**src/rtl/amlc_pkg.sv**
```systemverilog
// constants and carrier types of the alert mask and limit register slice
package amlc_pkg;
	localparam logic [7:0] ADDR_MASK_THREE    = 8'h82;
	localparam logic [7:0] ADDR_MASK_FOUR     = 8'h83;
	localparam logic [7:0] ADDR_TV_LOW        = 8'h84;
	localparam logic [7:0] ADDR_CM_LOW        = 8'h85;
	localparam logic [7:0] ADDR_TV_HIGH       = 8'h86;
	localparam logic [7:0] ADDR_CM_HIGH       = 8'h87;
	localparam logic [7:0] ADDR_LINK_CFG_TWO  = 8'h88;
	localparam logic [7:0] ADDR_STATUS_FOUR   = 8'h81;
	localparam logic [7:0] RST_MASK           = 8'h00;
	localparam logic [7:0] RST_LOW_LIMIT      = 8'h00;
	localparam logic [7:0] RST_HIGH_LIMIT     = 8'hff;
	localparam logic [7:0] RST_LINK_CFG       = 8'h00;
	localparam logic [6:0] CLIENT_ADDR_BASE   = 7'h30;
	// first mask register bits
	localparam int M3_CPU_FIRST   = 0;
	localparam int M3_DATA_ERR    = 1;
	localparam int M3_LINK_ERR    = 2;
	localparam int M3_OVERTEMP    = 3;
	localparam int M3_SUMMARY     = 7;
	// second mask / status register bits
	localparam int M4_CPU_SECOND  = 3;
	localparam int M4_CPU_THIRD   = 4;
	localparam int M4_CPU_FOURTH  = 5;
	localparam int M4_CURRENT_MON = 6;
	localparam int M4_TERM_VOLT   = 7;
	// processor link config bits
	localparam int CFG_DOM_FOURTH = 3;
	localparam int CFG_DOM_THIRD  = 4;
	localparam int CFG_DOM_SECOND = 5;
	localparam int CFG_COUNT_LSB  = 6;

	typedef struct packed {
		logic       wr;
		logic       rd;
		logic [7:0] addr;
		logic [7:0] wdata;
	} amlc_req_t;

	typedef struct packed {
		logic [3:0] cpu_oor;
		logic       data_err;
		logic       link_err;
		logic       overtemp_pin;
		logic       summary;
	} amlc_event_t;
endpackage

```
**src/rtl/amlc_limit_flag.sv**
```systemverilog
// sticky out-of-limit flag for one monitored channel
`timescale 1ns/1ps
`default_nettype none
module amlc_limit_flag #(
	parameter int W = 8
) (
	// clock and reset
	input  wire logic         clk_i,
	input  wire logic         reset_i,
	// channel
	input  wire logic         sample_i,
	input  wire logic [W-1:0] reading_i,
	input  wire logic [W-1:0] low_i,
	input  wire logic [W-1:0] high_i,
	input  wire logic         clear_i,
	// flag
	output logic              flag_o
);
	if (W < 1)
	begin : g_width_check
		$error("width must be positive");
	end

	logic flag_r;
	logic flag_nxt;
	logic outside;
	logic cond_r;

	// strictly beyond either limit counts as a violation
	assign outside = (reading_i > high_i) || (reading_i < low_i);
	// a read clears only once the condition has gone; new violation wins
	assign flag_nxt = (sample_i && outside) ? 1'b1 :
		(clear_i && !cond_r) ? 1'b0 : flag_r;
	assign flag_o = flag_r;

	always_ff @(posedge clk_i)
	begin
		if (reset_i)
		begin
			flag_r <= 1'b0;
			cond_r <= 1'b0;
		end
		else
		begin
			flag_r <= flag_nxt;
			if (sample_i)
				cond_r <= outside;
		end
	end
endmodule
`default_nettype wire

```
**src/rtl/amlc_regs.sv**
```systemverilog
// alert mask, limit and processor link configuration register slice
// Behaviour
// [RULE1] mask bit 0 hides first processor alerts
// [RULE2] mask bit 1 hides processor data errors
// [RULE3] mask bit 2 hides processor link errors
// [RULE4] mask bit 3 hides overtemperature pin alerts
// [RULE5] mask bit 7 hides summary flag alerts
// [RULE6] summary mask acts independently of second mask
// [RULE7] second mask bits 3-5 hide processors 2-4
// [RULE8] bit 6 current, bit 7 voltage masks
// [RULE9] low limits reset 00, high limits ff
// [RULE10] lock makes limits and config read-only
// [RULE11] domain bit: 0 single, 1 two domains
// [RULE12] count field selects processors, clients 30-33
// [RULE13] flags set on violation, read clears if gone
// [RULE14] alert asserted while any unmasked condition
`timescale 1ns/1ps
`default_nettype none
module amlc_regs #(
	parameter int W = 8
) (
	// clock and reset
	input  wire logic                 clk_i,
	input  wire logic                 reset_i,
	// register access from the serial host
	input  wire amlc_pkg::amlc_req_t  req_i,
	output logic [7:0]                rdata_o,
	// lock bit of the first configuration register
	input  wire logic                 lock_i,
	// events from the measurement engine
	input  wire amlc_pkg::amlc_event_t event_i,
	input  wire logic                 sample_i,
	input  wire logic [W-1:0]         term_voltage_i,
	input  wire logic [W-1:0]         current_monitor_i,
	// configuration seen by the processor interface
	output logic [2:0]                cpu_count_o,
	output logic [3:0]                client_enable_o,
	output logic [6:0]                client_last_addr_o,
	output logic [3:0]                two_domain_o,
	// status and alert
	output logic [7:0]                status_four_o,
	output logic                      alert_o
);
	// the register file and the limit compare share one byte width
	if (W != 8)
	begin : g_width_check
		$error("limit registers are eight bits wide");
	end

	////////////////////////////////////////////////////////////////////////
	logic [7:0] mask_three_r;
	logic [7:0] mask_four_r;
	logic [7:0] tv_low_r;
	logic [7:0] cm_low_r;
	logic [7:0] tv_high_r;
	logic [7:0] cm_high_r;
	logic [7:0] link_cfg_r;
	logic [7:0] rdata_r;
	logic       tv_flag;
	logic       cm_flag;
	logic       status_rd;
	logic [7:0] status_four;
	logic [7:0] rdata_nxt;
	logic [1:0] cpu_field;
	logic       wr_mask_three;
	logic       wr_mask_four;
	logic       wr_tv_low;
	logic       wr_cm_low;
	logic       wr_tv_high;
	logic       wr_cm_high;
	logic       wr_link_cfg;

	function automatic logic hit(input amlc_pkg::amlc_req_t r,
		input logic [7:0] a);
		hit = r.wr && (r.addr == a);
	endfunction

	// masks stay writable under lock; only limits and config freeze
	assign wr_mask_three = hit(req_i, amlc_pkg::ADDR_MASK_THREE);
	assign wr_mask_four  = hit(req_i, amlc_pkg::ADDR_MASK_FOUR);
	// [RULE10] lock gates writes
	assign wr_tv_low     = !lock_i
		&& hit(req_i, amlc_pkg::ADDR_TV_LOW);
	assign wr_cm_low     = !lock_i
		&& hit(req_i, amlc_pkg::ADDR_CM_LOW);
	assign wr_tv_high    = !lock_i
		&& hit(req_i, amlc_pkg::ADDR_TV_HIGH);
	assign wr_cm_high    = !lock_i
		&& hit(req_i, amlc_pkg::ADDR_CM_HIGH);
	assign wr_link_cfg   = !lock_i
		&& hit(req_i, amlc_pkg::ADDR_LINK_CFG_TWO);
	// reading the status register is what may clear a flag
	assign status_rd = req_i.rd && (req_i.addr == amlc_pkg::ADDR_STATUS_FOUR);

	////////////////////////////////////////////////////////////////////////
	// [RULE9] limit reset values
	always_ff @(posedge clk_i)
	begin
		if (reset_i)
		begin
			mask_three_r <= amlc_pkg::RST_MASK;
			mask_four_r  <= amlc_pkg::RST_MASK;
			tv_low_r     <= amlc_pkg::RST_LOW_LIMIT;
			cm_low_r     <= amlc_pkg::RST_LOW_LIMIT;
			tv_high_r    <= amlc_pkg::RST_HIGH_LIMIT;
			cm_high_r    <= amlc_pkg::RST_HIGH_LIMIT;
			link_cfg_r   <= amlc_pkg::RST_LINK_CFG;
		end
		else
		begin
			if (wr_mask_three)
				mask_three_r <= req_i.wdata;
			if (wr_mask_four)
				mask_four_r <= req_i.wdata;
			// [RULE10] locked registers
			if (wr_tv_low)
				tv_low_r <= req_i.wdata;
			if (wr_cm_low)
				cm_low_r <= req_i.wdata;
			if (wr_tv_high)
				tv_high_r <= req_i.wdata;
			if (wr_cm_high)
				cm_high_r <= req_i.wdata;
			if (wr_link_cfg)
				link_cfg_r <= req_i.wdata;
		end
	end

	////////////////////////////////////////////////////////////////////////
	// [RULE13] voltage and current flags
	amlc_limit_flag #(.W(W)) u_tv_flag (
		.clk_i     (clk_i),
		.reset_i   (reset_i),
		.sample_i  (sample_i),
		.reading_i (term_voltage_i),
		.low_i     (tv_low_r),
		.high_i    (tv_high_r),
		.clear_i   (status_rd),
		.flag_o    (tv_flag)
	);

	amlc_limit_flag #(.W(W)) u_cm_flag (
		.clk_i     (clk_i),
		.reset_i   (reset_i),
		.sample_i  (sample_i),
		.reading_i (current_monitor_i),
		.low_i     (cm_low_r),
		.high_i    (cm_high_r),
		.clear_i   (status_rd),
		.flag_o    (cm_flag)
	);

	// processor flags arrive already sticky from the processor interface
	assign status_four = {tv_flag, cm_flag, event_i.cpu_oor[3:1], 3'h0};
	assign status_four_o = status_four;

	////////////////////////////////////////////////////////////////////////
	// [RULE11] domain bits per processor
	assign two_domain_o = {link_cfg_r[amlc_pkg::CFG_DOM_FOURTH],
		link_cfg_r[amlc_pkg::CFG_DOM_THIRD],
		link_cfg_r[amlc_pkg::CFG_DOM_SECOND], 1'b0};
	// [RULE12] count field decode
	// field 00 means one processor, 11 means four
	assign cpu_field = link_cfg_r[amlc_pkg::CFG_COUNT_LSB +: 2];
	assign cpu_count_o = {1'b0, cpu_field} + 3'h1;
	// the four-bit shift wraps to zero for four, leaving all ones
	assign client_enable_o = (4'h2 << cpu_field) - 4'h1;
	assign client_last_addr_o = amlc_pkg::CLIENT_ADDR_BASE
		+ {5'h00, cpu_field};

	////////////////////////////////////////////////////////////////////////
	logic hit_three;
	logic hit_four;
	logic hit_sum;

	// first mask terms act on the event levels directly
	// [RULE1] first processor mask
	// [RULE2] data error mask
	// [RULE3] link error mask
	// [RULE4] overtemperature mask
	assign hit_three =
		(event_i.cpu_oor[0] && !mask_three_r[amlc_pkg::M3_CPU_FIRST]) ||
		(event_i.data_err && !mask_three_r[amlc_pkg::M3_DATA_ERR]) ||
		(event_i.link_err && !mask_three_r[amlc_pkg::M3_LINK_ERR]) ||
		(event_i.overtemp_pin && !mask_three_r[amlc_pkg::M3_OVERTEMP]);
	// [RULE7] processor masks
	// [RULE8] current and voltage masks
	assign hit_four = |(status_four & ~mask_four_r);
	// [RULE5] summary mask
	// [RULE6] summary independent of second mask
	assign hit_sum = (event_i.summary || (|status_four))
		&& !mask_three_r[amlc_pkg::M3_SUMMARY];

	// [RULE14] alert combination
	// a status bit stays quiet only under both its own and the summary
	// mask, since either path alone raises the alert
	assign alert_o = hit_three || hit_four || hit_sum;

	////////////////////////////////////////////////////////////////////////
	// unmapped addresses read as zero; status is taken before any clear
	assign rdata_nxt =
		(req_i.addr == amlc_pkg::ADDR_STATUS_FOUR)  ? status_four :
		(req_i.addr == amlc_pkg::ADDR_MASK_THREE)   ? mask_three_r :
		(req_i.addr == amlc_pkg::ADDR_MASK_FOUR)    ? mask_four_r :
		(req_i.addr == amlc_pkg::ADDR_TV_LOW)       ? tv_low_r :
		(req_i.addr == amlc_pkg::ADDR_CM_LOW)       ? cm_low_r :
		(req_i.addr == amlc_pkg::ADDR_TV_HIGH)      ? tv_high_r :
		(req_i.addr == amlc_pkg::ADDR_CM_HIGH)      ? cm_high_r :
		(req_i.addr == amlc_pkg::ADDR_LINK_CFG_TWO) ? link_cfg_r :
		8'h00;

	// read data stands until the next read
	always_ff @(posedge clk_i)
	begin
		if (reset_i)
			rdata_r <= 8'h00;
		else if (req_i.rd)
			rdata_r <= rdata_nxt;
	end
	assign rdata_o = rdata_r;
endmodule
`default_nettype wire

```
**config.mk**
```make
export PLATFORM = sky130hd
export DESIGN_NAME = amlc_regs
export DESIGN_NICKNAME = d
export VERILOG_FILES = /design/src/rtl/amlc_pkg.sv /design/src/rtl/amlc_limit_flag.sv /design/src/rtl/amlc_regs.sv
export SDC_FILE = /design/constraint.sdc
export NUM_CORES = 1
export LEC_CHECK = 0
export ABC_AREA = 1
export BUFFER_PORTS_ARGS = -buffer_cell sky130_fd_sc_hd__buf_2
export CAP_MARGIN = 20
export CORE_MARGIN = 2
export CORE_UTILIZATION = 40
export DETAILED_ROUTE_END_ITERATION = 7
export PLACE_DENSITY = 0.59
export SYNTH_ARGS = -nofsm -noshare
export SYNTH_HDL_FRONTEND = slang
export SYNTH_HIERARCHICAL = 1
export SYNTH_SLANG_ARGS = --single-unit
```
**constraint.sdc**
```tcl
create_clock -name clk_i -period 1.8 [get_ports clk_i]
set_input_delay 0.45 -clock clk_i [delete_from_list [all_inputs] [get_ports clk_i]]
set_output_delay 0.45 -clock clk_i [all_outputs]
set_load 0.03 [all_outputs]
```
==> flow_summary.ini, run 1 <==
[synth]
post_synth.cell_area_avg_um2 = 7.20
synthesis.area_um2 = 4230
yosysSeqAreaShare_pct = 32.2
yosys_warnings = 6
syn_inst = 588
synth-seq-cells = 68
synth_cell_type_count = 35

[clocking]
clock_latency_ns = 0.34
root_buffer = clkbuf_8
htree_num_levels = 3
cts_tree = built
clk_pin_slew_worst_paths_ns = 0.07
hold_buffers = 0
cts_sinks = 68
cts_buffers = 9
clockBufferDepth = 2

[run_status]
status = finished with violations
violations = setup timing

[power_and_ir_drop]
finalPower_mw = 3.02
powerDensity_nw_per_um2 = 617
clkPwrFrac_pct = 37.4
peakVddDrop_mv = 0.306
p_sw_share_pct = 27.4
sequentialPowerShare_pct = 50.1
p_switching_mw = 0.827
internal_power_mw = 2.20
p_leak_nw = 2.43
power_frac_comb_pct = 12.5

[global_route]
grt_pass1_vias = 3866
grt_pass1_wl_um = 19700
grt_overflow = 0
antenna_found_initial = 0
grt_max_degree = 52
grtUsageTotal_pct = 22.3

[floorplan]
io_pins = 81
core-area_um2 = 10300
die_width_um = 107
initial_core_util_pct = 41.0
dieArea_um2 = 11400
die_h_um = 107
std_cell_rows = 37

[final_layout]
antennaDiodeCount = 0
drive_gt1_share_pct = 23.4
nFillCells = 1089
area_delta_synth_final_pct = 15.7
fin_nets = 737
final_area_um2 = 4900
stdcell_count = 798

[critical_path]
worst-setup-path-type = register to output port
worst_setup_path_start_kind = register
cp-end-kind = output port
required_ns = 1.35
worstPathArrival_ns = 1.41
critical_path_peak_fanout = 3

[drt]
drc = 0
wl_per_cell_um = 15.3
wl_met2_um = 5330
drt-initial-drc-count = 319
dr.max_layer_used = met4
wl_met3_um = 796
firstDrtPassIters = 5
wl_um = 12200
wl_met1_um = 5810
vias = 4016
avgViaCountPerCell = 5.03
ant_nets = 0

[sta]
fmax_mhz = 539
rsz0062_at_grt = yes
hold_viol = 0
fin_crit_ns = 1.86
maxSlewViolCount = 0
finalSetupTns_ns = -0.0559
finalClockSkew_ns = 0.00560
setup_violations = 1
finalCritPeriodShare_pct = 103
layout_setup_ws_ns = -0.0559

[flow_run]
maxCapViolCount = 0

[placed_design]
place_area_um2 = 4660
placedCellCount = 779
hpwlAfterDp_um = 9420
port_buffers = 70
finalWeightedCongestion = 0.980

[hold_path]
min_path_type = input port to register
cell families after synthesis:
kind of cell             share of synthesized area (%)
buffers and inverters                             16.5
XOR/XNOR                                         0.207
AND/OR/NAND/NOR                                   21.9
adder cells (fa/ha/maj)                           9.75
AO/OA/AOI/OAI                                     19.4
other                                            0.177
flip-flops                                        32.2
worst max-delay path: stages (launching register included):
cell	delay, ns
dfxtp_1	0.33
inv_2	0.05
a22o_1	0.19
a221oi_2	0.19
nand4_1	0.14
buf_6	0.17
cell usage after synthesis (all sizes together):
library cell / n / area [um2]
ha: 33 / 413
nand2: 116 / 473
xnor2: 1 / 8.76
o22ai: 1 / 6.26
nand4: 11 / 68.8
inv: 107 / 402
clkinv: 1 / 3.75
nand3: 31 / 183
a22oi: 5 / 37.5
clkbuf: 6 / 22.5
buf: 33 / 269
nor2: 29 / 178
dfxtp: 68 / 1360
a22o: 1 / 8.76
a221oi: 2 / 17.5
a21oi: 82 / 422
o21ai: 37 / 185
o211ai: 16 / 120
o31ai: 1 / 7.51
conb: 2 / 7.51
nor3: 3 / 25.0
a21o: 2 / 15.0
layout make-up:
class                      count  area (um2)  area share [%]
clock buffer                  13         159            3.24
clock inverter                 2        10.0           0.204
inverter                     108         405            8.27
multi-input combinational    381        2230            45.6
sequential                    68        1370            28.0
tap                          136         170            3.47
timing repair buffer          90         551            11.2
power groups by stage:
| stage | logic (mW) | registers, mW | clock network, mW |
|---|---|---|---|
| finish | 0.378 | 1.52 | 1.13 |
| detailed placement | 0.375 | 1.55 | 0 |
| CTS | 0.377 | 1.52 | 1.15 |
| floorplan | 0.240 | 1.55 | 0 |
| global route | 0.422 | 1.52 | 1.22 |
| global placement | 0.368 | 1.55 | 0 |
path summary, 6_finish.rpt:
check	start	end	slack, ns	cells past startpoint
hold / removal	sample_i	u_tv_flag/flag_o	0.42	3
setup reg to reg	cm_low_r[5]	u_cm_flag/flag_o	0.23	9
hold reg to reg	mask_three_r[6]	mask_three_r[6]	0.47	2
setup / recovery	mask_three_r[1]	alert_o	-0.06	5
metrics by stage:
step                      utilization (%)  setup slack (ns)  hold slack, ns
after floorplan                         -             0.157           0.424
after global placement               45.1           -0.0584           0.441
after detailed placement             45.1           -0.0512           0.450
after CTS                            47.1           -0.0840           0.408
after global routing                 47.5            -0.133           0.417
final                                47.5           -0.0559           0.418
placed cells by master, fill, tap and decap left out, types with 5 or more instances in the layout:
cell type	n
nand2_1	107
inv_1	92
a21oi_1	79
buf_2	68
dfxtp_1	65
o21ai_0	37
ha_1	31
nand3_1	27
nor2_1	17
buf_4	17
o211ai_1	16
inv_2	15
nand4_1	11
clkbuf_8	11
conb_1	10
nand2_2	6
nor2_2	6
nor2_4	5
a22oi_1	5
sequential cells by signal (all words and copies together) (netlist names):
| register | cells |
|---|---|
| cm_high_r | 8 |
| cm_low_r | 8 |
| link_cfg_r | 8 |
| mask_four_r | 8 |
| mask_three_r | 8 |
| rdata_o | 8 |
| tv_high_r | 8 |
| tv_low_r | 8 |
| u_cm_flag/cond_r | 1 |
| u_cm_flag/flag_o | 1 |
| u_tv_flag/cond_r | 1 |
| u_tv_flag/flag_o | 1 |
what timing repair did:
action,4_1_cts,5_1_grt
setup endpoints to repair,4,3
buffers inserted,1,3
pin swaps,2,2
resized for setup,11,5
per-layer routing:
layer | up-vias | GRT usage, %
met5 | - | 0
met4 | 0 | 6.49
met3 | 18 | 4.44
met2 | 115 | 35.2
met1 | 1852 | 31.0
li1 | 2031 | -
Note: power is estimated with default switching activity, not from simulation.
==> inputs of run 2 (changes only) <==
==> constraint.sdc (replaced) <==
create_clock -name clk_i -period 1.8 [get_ports clk_i]
set_input_delay 0.27 -clock clk_i [delete_from_list [all_inputs] [get_ports clk_i]]
set_output_delay 0.27 -clock clk_i [all_outputs]
set_load 0.03 [all_outputs]
==> run 2 against run 1 <==
Net effect:
- the flow now finishes without violations
- sequential power hardly changed
- final cell count is 1.5% lower
- largest cell class unchanged
- critical path depth stayed put
- critical endpoint unchanged
- routed wire length is 6.4% lower
- sequential share of layout area is 0.85 points higher
==> flow_summary.ini, run 2 (synthesized netlist as in run 1, its figures left out) <==
[final_layout]
fin_nets = 725
drive_gt1_share_pct = 20.9
nFillCells = 1097
mostFrequentLayoutCells = 107 x nand2_1, 95 x inv_1, 79 x a21oi_1
final_common_cell = nand2_1
antennaDiodeCount = 0
final_area_um2 = 4730
area_delta_synth_final_pct = 11.8
stdcell_count = 786

[clocking]
cts_resized = 1
clockBufferDepth = 2
cts_tree = built
clock_latency_ns = 0.35
root_buffer = clkbuf_8
htree_num_levels = 3
cts_buffers = 9
hold_buffers = 0
postCtsSetupBuffers = 0
cts_sinks = 68
clk_pin_slew_worst_paths_ns = 0.07

[critical_path]
worst-setup-path-type = register to output port
path_cells = inv_1 > a22o_1 > a221oi_2 > nand4_1 > buf_2
cp_top_family = compound AO/OA/AOI/OAI gates
critPathSlowestCell = dfxtp_1
cp_num_buf_inv = 2
worstPathArrival_ns = 1.44
required_ns = 1.53
worst_setup_path_start_kind = register
critical_path_peak_fanout = 3
path_depth = 5
reg2regPathDepth = 12
cpPeakStageDelay_ns = 0.31
cp-end-kind = output port

[sta]
fmax_mhz = 585
fin_crit_ns = 1.71
maxSlewViolCount = 0
setup_violations = 0
hold_viol = 0
finalClockSkew_ns = 0.00988
rsz0062_at_grt = no
finalCritPeriodShare_pct = 95.0
finalSetupTns_ns = 0

[drt]
wl_per_cell_um = 14.5
wl_met3_um = 834
drt-initial-drc-count = 175
firstDrtPassIters = 5
avgViaCountPerCell = 5.00
wl_met2_um = 5070
drc = 0
wl_met1_um = 5350
ant_nets = 0
wl_um = 11400
vias = 3931
dr.max_layer_used = met4

[power_and_ir_drop]
p_leak_nw = 2.35
peakVddDrop_mv = 0.371
powerDensity_nw_per_um2 = 634

[global_route]
grt_max_degree = 52
grt_overflow = 0
grtUsageTotal_pct = 21.0
grt_pass1_wl_um = 18600
grt_pass1_vias = 3715
antenna_found_initial = 0

[hold_path]
min_path_type = input port to register
hold_path_depth = 4

[floorplan]
dieArea_um2 = 11400
die_h_um = 107
initial_core_util_pct = 41.0
io_pins = 81
std_cell_rows = 37
die_width_um = 107
core-area_um2 = 10300

[placed_design]
port_buffers = 70
hpwlAfterDp_um = 8910
finalWeightedCongestion = 0.874
placedCellCount = 771
place_area_um2 = 4550

[flow_run]
maxCapViolCount = 0

[run_status]
status = finished, final reports clean
## run 2: changes by cell type in the layout (fill, tap and decap cells not counted), moves of 2 or more
cell	change
inv_1	+3
inv_2	-3
buf_6	-2
dfxtp_4	-2
buf_12	-3
ha_1	+2
buf_4	-9
## run 2: final cells by class
class	instances	area [um2]	share of cell area, %
Clock buffer	13	159	3.36
Clock inverter	2	10.0	0.211
Inverter	108	405	8.56
Multi-Input combinational cell	381	2210	46.7
Sequential cell	68	1360	28.8
Tap cell	136	170	3.60
Timing Repair Buffer	78	413	8.72
## run 2: worst min-delay path, cell delays in order
cell and delay, ns:
buf_2 0.11, inv_1 0.04, nand2_1 0.04, a21oi_1 0.05
## run 2: worst paths after layout
kind | from | end | slack (ns)
setup / recovery | mask_three_r[0] | alert_o | 0.09
hold / removal | sample_i | u_cm_flag/cond_r | 0.22
setup reg to reg | cm_high_r[3] | u_cm_flag/flag_o | 0.28
hold reg to reg | link_cfg_r[0] | link_cfg_r[0] | 0.45
## run 2: through the flow
stage / util, % / hold WS, ns / power (mW) / setup slack, ns
6_report: 45.8 / 0.223 / 3.00 / 0.0899
5_1_grt: 45.8 / 0.244 / 3.13 / 0.00435
4_1_cts: 45.8 / 0.218 / 3.01 / 0.0291
3_5_place_dp: 44.1 / 0.442 / 1.91 / 0.0950
3_3_place_gp: 44.1 / 0.438 / 1.90 / 0.132
2_1_floorplan: - / 0.332 / 1.79 / 0.174
## run 2: power breakdown
group	switching, mW	leakage (nW)	total, mW	internal, mW
clock network	0.558	0.0893	1.12	0.565
logic	0.246	1.71	0.358	0.112
registers	0.00728	0.550	1.52	1.51
total	0.811	2.35	3.00	2.19
## run 2: per-layer routing
layer,vias to the layer above,track usage (%)
li1,1996,-
met1,1785,29.0
met2,138,33.4
met3,12,4.50
met4,0,5.10
met5,-,0
